--- src/logic/sensor_control_pkg.sv ---
`default_nettype none
package sensor_control_pkg;
  // ************************************************************
  // Device register offsets
  // ************************************************************
  localparam logic [7:0] FILTER_ADDR = 8'h28; // High-pass and data rate
  localparam logic [7:0] SPR_ADDR = 8'h2C; // Speed, polarity, range
  localparam logic [7:0] PWR_ADDR = 8'h2D; // Power control
  localparam logic [7:0] SELFTEST_ADDR = 8'h2E; // Self-test control
  localparam logic [7:0] SWRESET_ADDR = 8'h2F; // Software reset, write only
  localparam logic [7:0] SHADOW_BASE = 8'h50; // First shadow register
  localparam logic [7:0] SHADOW_LAST = 8'h54; // Last shadow register
  localparam int SHADOW_COUNT = 5; // Number of shadow bytes

  // ************************************************************
  // Reset values, writable masks, codes
  // ************************************************************
  localparam logic [7:0] FILTER_RESET = 8'h00;
  localparam logic [7:0] SPR_RESET = 8'h81;
  localparam logic [7:0] PWR_RESET = 8'h01;
  localparam logic [7:0] SELFTEST_RESET = 8'h00;
  localparam logic [7:0] FILTER_MASK = 8'h7F;
  localparam logic [7:0] SPR_MASK = 8'hC3;
  localparam logic [7:0] PWR_MASK = 8'h07;
  localparam logic [7:0] SELFTEST_MASK = 8'h03;
  localparam logic [7:0] SWRESET_CODE = 8'h52;

  // ************************************************************
  // Field positions
  // ************************************************************
  localparam int BUS_SPEED_BIT = 7;
  localparam int IRQ_POL_BIT = 6;
  localparam int RANGE_LSB = 0;
  localparam int FORCE_LOW_BIT = 2;
  localparam int TEMP_OFF_BIT = 1;
  localparam int STANDBY_BIT = 0;
  localparam int ST_MODE_BIT = 0;
  localparam int ST_FORCE_BIT = 1;
  localparam int HPF_LSB = 4;

  // ************************************************************
  // Host software registers and operations
  // ************************************************************
  localparam logic [3:0] HOST_ADDR_REG = 4'h0; // Target address
  localparam logic [3:0] HOST_DATA_REG = 4'h1; // Write data
  localparam logic [3:0] HOST_GO_REG = 4'h2; // Write starts an operation
  localparam logic [3:0] HOST_STATUS_REG = 4'h3; // Status flags
  localparam logic [3:0] HOST_RESULT_REG = 4'h4; // Last read data
  localparam logic [3:0] HOST_RETRY_REG = 4'h5; // Resets issued by last verify
  localparam logic [1:0] OP_WRITE = 2'h0;
  localparam logic [1:0] OP_READ = 2'h1;
  localparam logic [1:0] OP_CAPTURE = 2'h2;
  localparam logic [1:0] OP_VERIFY_RESET = 2'h3;
  localparam logic [3:0] LOAD_WAIT_CYCLES = 4'h8; // Wait after software reset
  localparam logic [7:0] RETRY_LIMIT = 8'h10; // Give up after this many resets

  // Device load state machine
  typedef enum logic [0:0] {
    DEV_LOAD = 1'b0,
    DEV_RUN = 1'b1
  } dev_state_type;

  // Host sequencer, Gray along the verify path except SGET to RESET or IDLE
  typedef enum logic [2:0] {
    HOST_IDLE = 3'b000,
    HOST_RESET = 3'b001,
    HOST_WAIT = 3'b011,
    HOST_SREQ = 3'b010,
    HOST_SGET = 3'b110,
    HOST_RGET = 3'b100
  } host_state_type;
endpackage
`default_nettype wire

--- src/logic/sensor_link_if.sv ---
`timescale 1ns/1ps
`default_nettype none
interface sensor_link_if;
  // Register bus between host and sensor
  logic [7:0] addr; // Register address
  logic [7:0] wdata; // Write data
  logic wr; // One-cycle write strobe
  logic rd; // One-cycle read strobe
  logic [7:0] rdata; // Read data, cycle after rd

  // Sensor side
  modport dev (input addr, input wdata, input wr, input rd, output rdata);
  // Host side
  modport host (output addr, output wdata, output wr, output rd, input rdata);
endinterface
`default_nettype wire

--- src/logic/sensor_host_ctrl.sv ---
`timescale 1ns/1ps
`default_nettype none
module sensor_host_ctrl (
  // Clock, reset, enable
  input wire logic clock_i,
  input wire logic rst_i,
  input wire logic ce_i,
  // Register link
  sensor_link_if.host link,
  // Software port
  input wire logic [3:0] sw_addr_i,
  input wire logic [7:0] sw_wdata_i,
  input wire logic sw_wr_i,
  input wire logic sw_rd_i,
  output logic [7:0] sw_rdata_o,
  output logic busy_o
);
  // ************************************************************
  // State
  // ************************************************************
  sensor_control_pkg::host_state_type state_q, state_d; // Sequencer
  logic [7:0] taddr_q, taddr_d; // Target address
  logic [7:0] tdata_q, tdata_d; // Target write data
  logic [7:0] result_q, result_d; // Last read
  logic [7:0] retry_q, retry_d; // Resets in last verify
  logic [3:0] wait_q, wait_d; // Reload wait counter
  logic [2:0] sidx_q, sidx_d; // Shadow index
  logic capture_q, capture_d; // Shadow pass stores, not compares
  logic captured_q, captured_d; // Stored copy valid
  logic mismatch_q, mismatch_d; // Last verify failed
  logic refused_q, refused_d; // Last write refused
  logic standby_q, standby_d; // Believed device standby
  logic [sensor_control_pkg::SHADOW_COUNT-1:0][7:0] store_q, store_d; // Stored copy
  logic [7:0] laddr_q, laddr_d; // Link address
  logic [7:0] lwdata_q, lwdata_d; // Link write data
  logic lwr_q, lwr_d; // Link write strobe
  logic lrd_q, lrd_d; // Link read strobe
  logic [7:0] rdata_q, rdata_d; // Software read data
  logic busy_q, busy_d; // Busy flag
  logic go; // Operation start
  logic cfg_ok; // Write allowed now

  assign go = sw_wr_i && sw_addr_i == sensor_control_pkg::HOST_GO_REG;
  // Configuration only in standby, except filter, power, reset
  assign cfg_ok = standby_q || taddr_q == sensor_control_pkg::FILTER_ADDR ||
                  taddr_q == sensor_control_pkg::PWR_ADDR ||
                  taddr_q == sensor_control_pkg::SWRESET_ADDR;

  // ************************************************************
  // Next-state logic
  // ************************************************************
  always_comb begin
    state_d = state_q;
    taddr_d = taddr_q;
    tdata_d = tdata_q;
    result_d = result_q;
    retry_d = retry_q;
    wait_d = wait_q;
    sidx_d = sidx_q;
    capture_d = capture_q;
    captured_d = captured_q;
    mismatch_d = mismatch_q;
    refused_d = refused_q;
    standby_d = standby_q;
    store_d = store_q;
    laddr_d = laddr_q;
    lwdata_d = lwdata_q;
    lwr_d = 1'b0;
    lrd_d = 1'b0;
    rdata_d = 8'h00;
    // Software register writes
    if (sw_wr_i && sw_addr_i == sensor_control_pkg::HOST_ADDR_REG) begin
      taddr_d = sw_wdata_i;
    end
    if (sw_wr_i && sw_addr_i == sensor_control_pkg::HOST_DATA_REG) begin
      tdata_d = sw_wdata_i;
    end
    // Software register reads
    if (sw_rd_i) begin
      case (sw_addr_i)
        sensor_control_pkg::HOST_ADDR_REG: rdata_d = taddr_q;
        sensor_control_pkg::HOST_DATA_REG: rdata_d = tdata_q;
        sensor_control_pkg::HOST_STATUS_REG: begin
          rdata_d = {3'h0, standby_q, captured_q, mismatch_q, refused_q, busy_q};
        end
        sensor_control_pkg::HOST_RESULT_REG: rdata_d = result_q;
        sensor_control_pkg::HOST_RETRY_REG: rdata_d = retry_q;
        default: rdata_d = 8'h00;
      endcase
    end
    // Sequencer
    case (state_q)
      sensor_control_pkg::HOST_IDLE: begin
        if (go) begin
          refused_d = 1'b0;
          laddr_d = taddr_q;
          lwdata_d = tdata_q;
          case (sw_wdata_i[1:0])
            sensor_control_pkg::OP_WRITE: begin
              if (cfg_ok) begin
                lwr_d = 1'b1;
                if (taddr_q == sensor_control_pkg::PWR_ADDR) begin
                  standby_d = tdata_q[sensor_control_pkg::STANDBY_BIT];
                end
              end else begin
                refused_d = 1'b1;
              end
            end
            sensor_control_pkg::OP_READ: begin
              lrd_d = 1'b1;
              state_d = sensor_control_pkg::HOST_RGET;
            end
            sensor_control_pkg::OP_CAPTURE: begin
              capture_d = 1'b1;
              sidx_d = 3'h0;
              state_d = sensor_control_pkg::HOST_SREQ;
            end
            default: begin
              capture_d = 1'b0;
              retry_d = 8'h00;
              state_d = sensor_control_pkg::HOST_RESET;
            end
          endcase
        end
      end
      sensor_control_pkg::HOST_RGET: begin
        // Strobe still out: the answer stands next cycle
        if (!lrd_q) begin
          result_d = link.rdata;
          state_d = sensor_control_pkg::HOST_IDLE;
        end
      end
      sensor_control_pkg::HOST_RESET: begin
        // Issue the reset code and note device back in standby
        laddr_d = sensor_control_pkg::SWRESET_ADDR;
        lwdata_d = sensor_control_pkg::SWRESET_CODE;
        lwr_d = 1'b1;
        standby_d = 1'b1;
        retry_d = retry_q + 8'h01;
        mismatch_d = 1'b0;
        wait_d = sensor_control_pkg::LOAD_WAIT_CYCLES;
        sidx_d = 3'h0;
        state_d = sensor_control_pkg::HOST_WAIT;
      end
      sensor_control_pkg::HOST_WAIT: begin
        // Let the device finish reloading shadows
        wait_d = wait_q - 4'h1;
        if (wait_q == 4'h1) begin
          state_d = sensor_control_pkg::HOST_SREQ;
        end
      end
      sensor_control_pkg::HOST_SREQ: begin
        // Stay while the strobe is out so SGET sees the answer
        if (lrd_q) begin
          state_d = sensor_control_pkg::HOST_SGET;
        end else begin
          laddr_d = sensor_control_pkg::SHADOW_BASE + {5'h00, sidx_q};
          lrd_d = 1'b1;
        end
      end
      sensor_control_pkg::HOST_SGET: begin
        if (capture_q) begin
          store_d[sidx_q] = link.rdata;
        end else if (!captured_q || link.rdata != store_q[sidx_q]) begin
          mismatch_d = 1'b1;
        end
        if (sidx_q == 3'(sensor_control_pkg::SHADOW_COUNT - 1)) begin
          if (capture_q) begin
            captured_d = 1'b1;
            state_d = sensor_control_pkg::HOST_IDLE;
          end else if ((mismatch_d && captured_q) && retry_q < sensor_control_pkg::RETRY_LIMIT) begin
            state_d = sensor_control_pkg::HOST_RESET;
          end else begin
            state_d = sensor_control_pkg::HOST_IDLE;
          end
        end else begin
          sidx_d = sidx_q + 3'h1;
          state_d = sensor_control_pkg::HOST_SREQ;
        end
      end
      default: begin
        state_d = sensor_control_pkg::HOST_IDLE;
      end
    endcase
    busy_d = state_d != sensor_control_pkg::HOST_IDLE;
  end

  // ************************************************************
  // Registers
  // ************************************************************
  always_ff @(posedge clock_i or posedge rst_i) begin
    if (rst_i) begin
      state_q <= sensor_control_pkg::HOST_IDLE;
      taddr_q <= 8'h00;
      tdata_q <= 8'h00;
      result_q <= 8'h00;
      retry_q <= 8'h00;
      wait_q <= 4'h0;
      sidx_q <= 3'h0;
      capture_q <= 1'b0;
      captured_q <= 1'b0;
      mismatch_q <= 1'b0;
      refused_q <= 1'b0;
      standby_q <= 1'b1;
      store_q <= '0;
      laddr_q <= 8'h00;
      lwdata_q <= 8'h00;
      lwr_q <= 1'b0;
      lrd_q <= 1'b0;
      rdata_q <= 8'h00;
      busy_q <= 1'b0;
    end else if (ce_i) begin
      state_q <= state_d;
      taddr_q <= taddr_d;
      tdata_q <= tdata_d;
      result_q <= result_d;
      retry_q <= retry_d;
      wait_q <= wait_d;
      sidx_q <= sidx_d;
      capture_q <= capture_d;
      captured_q <= captured_d;
      mismatch_q <= mismatch_d;
      refused_q <= refused_d;
      standby_q <= standby_d;
      store_q <= store_d;
      laddr_q <= laddr_d;
      lwdata_q <= lwdata_d;
      lwr_q <= lwr_d;
      lrd_q <= lrd_d;
      rdata_q <= rdata_d;
      busy_q <= busy_d;
    end
  end

  // ************************************************************
  // Output wiring, all from flops
  // ************************************************************
  assign link.addr = laddr_q;
  assign link.wdata = lwdata_q;
  assign link.wr = lwr_q;
  assign link.rd = lrd_q;
  assign sw_rdata_o = rdata_q;
  assign busy_o = busy_q;
endmodule
`default_nettype wire

--- src/flat_wrapper.sv ---
// flat-port wrapper written by rule: the top's interface ports become plain ports
module sensor_host_ctrl_flat 
  (clock_i, rst_i, ce_i, sw_addr_i, sw_wdata_i, sw_wr_i, sw_rd_i, sw_rdata_o, busy_o, link_addr, link_wdata, link_wr, link_rd, link_rdata);
  sensor_link_if link_i ();
  input wire logic clock_i;
  input wire logic rst_i;
  input wire logic ce_i;
  input wire logic [3:0] sw_addr_i;
  input wire logic [7:0] sw_wdata_i;
  input wire logic sw_wr_i;
  input wire logic sw_rd_i;
  output logic [7:0] sw_rdata_o;
  output logic busy_o;
  output wire logic [$bits(link_i.addr)-1:0] link_addr;
  output wire logic [$bits(link_i.wdata)-1:0] link_wdata;
  output wire logic [$bits(link_i.wr)-1:0] link_wr;
  output wire logic [$bits(link_i.rd)-1:0] link_rd;
  input wire logic [$bits(link_i.rdata)-1:0] link_rdata;
  assign link_addr = link_i.addr;
  assign link_wdata = link_i.wdata;
  assign link_wr = link_i.wr;
  assign link_rd = link_i.rd;
  assign link_i.rdata = link_rdata;
  sensor_host_ctrl u_core (.clock_i(clock_i), .rst_i(rst_i), .ce_i(ce_i), .link(link_i), .sw_addr_i(sw_addr_i), .sw_wdata_i(sw_wdata_i), .sw_wr_i(sw_wr_i), .sw_rd_i(sw_rd_i), .sw_rdata_o(sw_rdata_o), .busy_o(busy_o));
endmodule
--- config.mk ---
export PLATFORM = sky130hd
export DESIGN_NAME = sensor_host_ctrl_flat
export DESIGN_NICKNAME = d
export VERILOG_FILES = /design/src/logic/sensor_control_pkg.sv /design/src/logic/sensor_link_if.sv /design/src/logic/sensor_host_ctrl.sv /design/src/flat_wrapper.sv
export SDC_FILE = /design/constraint.sdc
export NUM_CORES = 1
export LEC_CHECK = 0
export ABC_AREA = 1
export CAP_MARGIN = 20
export CORE_MARGIN = 4
export CORE_UTILIZATION = 50
export DETAILED_ROUTE_END_ITERATION = 10
export DONT_BUFFER_PORTS = 1
export SYNTH_ARGS = -nofsm -noshare
export SYNTH_HDL_FRONTEND = slang
export SYNTH_SLANG_ARGS = --single-unit
--- constraint.sdc ---
create_clock -name clock_i -period 4.3 [get_ports clock_i]
set_input_delay 0.86 -clock clock_i [delete_from_list [all_inputs] [get_ports clock_i]]
set_output_delay 0.86 -clock clock_i [all_outputs]
set_load 0.01 [all_outputs]
==> impl_metrics.tcl <==
set metrics [dict create \
    status "finished, final reports clean" \
    clock-sinks 114 \
    async_flop_share 1.000 \
    row_count 38 \
    drc_errors 0 \
    dieArea_um2 13120 \
    critPathArrivalTime_ps 3160 \
    synthFlopType "dfrtp_1" \
    cp_top_family "flip-flops" \
    final_cell_mix "nand2_1, dfrtp_1, o21ai_0" \
    htreeDepth 4 \
    fill_cells 1031 \
    fin_util 0.5772 \
    die_y_um 114.6 \
    synth_edf_count 0 \
    cts_buffer_depth 2 \
    critPathMostFrequentCell "nand2_1" \
    port_buffers 0 \
    wirelength_um 14760 \
    final_common_cell "nand2_1" \
    dpl.cell_count 816 \
    grt_overflow 0 \
    min_period_ps 2808 \
    synth.distinct_cells 40 \
    end_kind "flop" \
    ios 52 \
    antenna_found_initial 0 \
    maxClockFrequency_ghz 0.3562 \
    syn_inst 694 \
    grt_setup_unrepaired "no" \
    viasPerCell 5.649 \
    synth-seq-area-share 0.5028 \
    critPathBufInv 2 \
    clockRootBuffer "clkbuf_16" \
    p_per_area_nw_per_um2 536.8 \
    postCtsSetupRepairBufs 0 \
    critPathKind "reg -> reg" \
    timing_hold_violations_final 0 \
    grt_pass1_wl_um 23940 \
    start_kind "flop" \
    worstMarginPinSlew_ps 1002 \
    cts_tree "built" \
    peakVddDrop_uv 401.2 \
    finalNonFillerCells 848 \
    vias 4790 \
    area.growth.synth_to_final_pct 11.68 \
    maxCapViolCount 0 \
    setup_viol 0 \
    ys.warnings.count 0 \
    grt_max_degree 70 \
    drv_slew 0 \
    drt-wirelength-per-cell_um 17.41 \
    clkLatencyLatePin_ps 420 \
    grt_pass1_vias 4641 \
    syn_avg_cell_area_um2 8.180 \
    hold_ws_ps 482.0 \
    ant_nets 0 \
    initial_core_util 0.5169 \
    syn_nets 728 \
    coreArea_um2 10980 \
    clkTransAtPathRegs_ps 50 \
    numCtsBuffers 17 \
    die_x_um 114.6 \
    synth_seq_cells 114 \
    gp_congestion 0.9238 \
    fin_tns_setup_ps 0 \
    antennaDiodeCount 0 \
    crit_required_ps 4650 \
    cpPeakStageDelay_ps 770 \
    min_period_over_period 0.6530 \
    grt_usage 0.2386 \
    r2r_setup_slack_ps 1490 \
    layout-drive-gt1-share 0.07910 \
    relSlewSlack 0.3297 \
    cp_max_fo 22 \
    dpl.hpwl_um 10460 \
    finalClockSkew_ps 7.994 \
    p_leak_nw 2.967 \
    cts_hold_buf 0 \
    firstDrtPassIters 5 \
    cts_resized 0 \
    crit_path_cell_trace "inv_1, ha_1, nand2_1, inv_1, nand2_1, o21ai_0, a211oi_2, nand2_1, xor2_1, a21oi_1" \
    layout.nets 729 \
    critPathSlowestCell "dfrtp_1" \
    drtIter0Drc 300 \
    hold_path_class "reg -> reg" \
    syn_area_um2 5677 \
]
## worst reg2reg max path, cell delays in order (launching register included)
cell and delay (ps):
dfrtp_1 770, inv_1 540, ha_1 360, nand2_1 50
inv_1 70, nand2_1 80, o21ai_0 90, a211oi_2 330
nand2_1 130, xor2_1 160, a21oi_1 130
## sequential cells by signal, summed over array words and instances, names as in the netlist, 3 cells and up
| name | cells |
|---|---|
| u_core.link.addr | 8 |
| u_core.link.wdata | 8 |
| u_core.result_q | 8 |
| u_core.retry_q | 8 |
| u_core.sidx_q | 3 |
| u_core.state_q | 3 |
| u_core.store_q | 40 |
| u_core.sw_rdata_o | 8 |
| u_core.taddr_q | 8 |
| u_core.tdata_q | 8 |
| u_core.wait_q | 4 |
## power breakdown
part           internal [W]  leakage [nW]  switching (W)  total (W)
Clock              0.000888         0.288       0.000495    0.00138
Combinational      0.000197          1.17       0.000386   0.000583
Sequential          0.00126          1.51       0.000173    0.00144
Total               0.00235          2.97        0.00105    0.00340
## synth_stat cells (5+ instances only)
master | instances | area [µm²]
a21oi_1 | 12 | 60.06
buf_2 | 7 | 35.03
clkbuf_1 | 10 | 37.54
dfrtp_1 | 113 | 2828
ha_1 | 9 | 112.6
inv_1 | 86 | 322.8
nand2_1 | 164 | 615.6
nand3_1 | 60 | 300.3
nand4_1 | 9 | 56.30
nor2_1 | 35 | 131.4
nor3_1 | 10 | 50.05
nor3b_1 | 5 | 37.54
o211ai_1 | 7 | 52.55
o21a_1 | 5 | 37.54
o21ai_0 | 110 | 550.5
o22ai_1 | 6 | 37.54
## path summary, 6_finish.rpt
path / startpoint / to / depth (start not counted)
max: u_core.sidx_q[0]$_DFFE_PP0P_ / u_core.sidx_q[2]$_DFFE_PP0P_ / 10
min: u_core.store_q[20]$_DFFE_PP0P_ / u_core.store_q[20]$_DFFE_PP0P_ / 2
min reg2reg: u_core.store_q[20]$_DFFE_PP0P_ / u_core.store_q[20]$_DFFE_PP0P_ / 2
max reg2reg: u_core.sidx_q[0]$_DFFE_PP0P_ / u_core.sidx_q[2]$_DFFE_PP0P_ / 10
max in group asynchronous: rst_i / u_core.standby_q$_DFFE_PP1P_ / 2
min in group asynchronous: rst_i / u_core.wait_q[1]$_DFFE_PP0P_ / 1
## layer usage
layer  vias up  global-route usage  wire [µm]  share of wire
li1       2311                   -          -              -
met1      2306              0.2968       6276           0.43
met2       147              0.3869       7117           0.48
met3        26             0.07717       1036          0.070
met4         0             0.09105        331          0.022
met5         -                   0          0              0
## stage by stage
stage / total power, W / cell area, µm² / setup slack [ps]
CTS: 0.003428 / 6340 / 1490
floorplan: 0.001858 / 5677 / 425.9
global route: 0.003586 / 6340 / 1226
detailed placement: 0.002039 / 5759 / 1518
finish: 0.003404 / 6340 / 1492
global placement: 0.002024 / 5759 / 1579
## layout make-up
class,instances,area (µm²),share of cell area
inverter,90,340.3,0.05368
clock inverter,11,110.1,0.01737
multi-input combinational,468,2360,0.3722
clock buffer,21,470.5,0.07421
timing repair buffer,4,30.03,0.004737
sequential,114,2854,0.4502
tap,140,175.2,0.02763
## kinds of logic (layout without fill, tap and decap cells)
logic type	count (synthesis)	in the layout	synth area share
buffers and inverters	112	126	0.08155
DFF	114	114	0.5028
AOI/OAI and AO/OA	159	159	0.1594
and+or+nand+nor	298	298	0.2334
xor gates and xnor gates	2	2	0.003086
adders and majority gates	9	9	0.01984
Power figures use the tool's default switching activity.
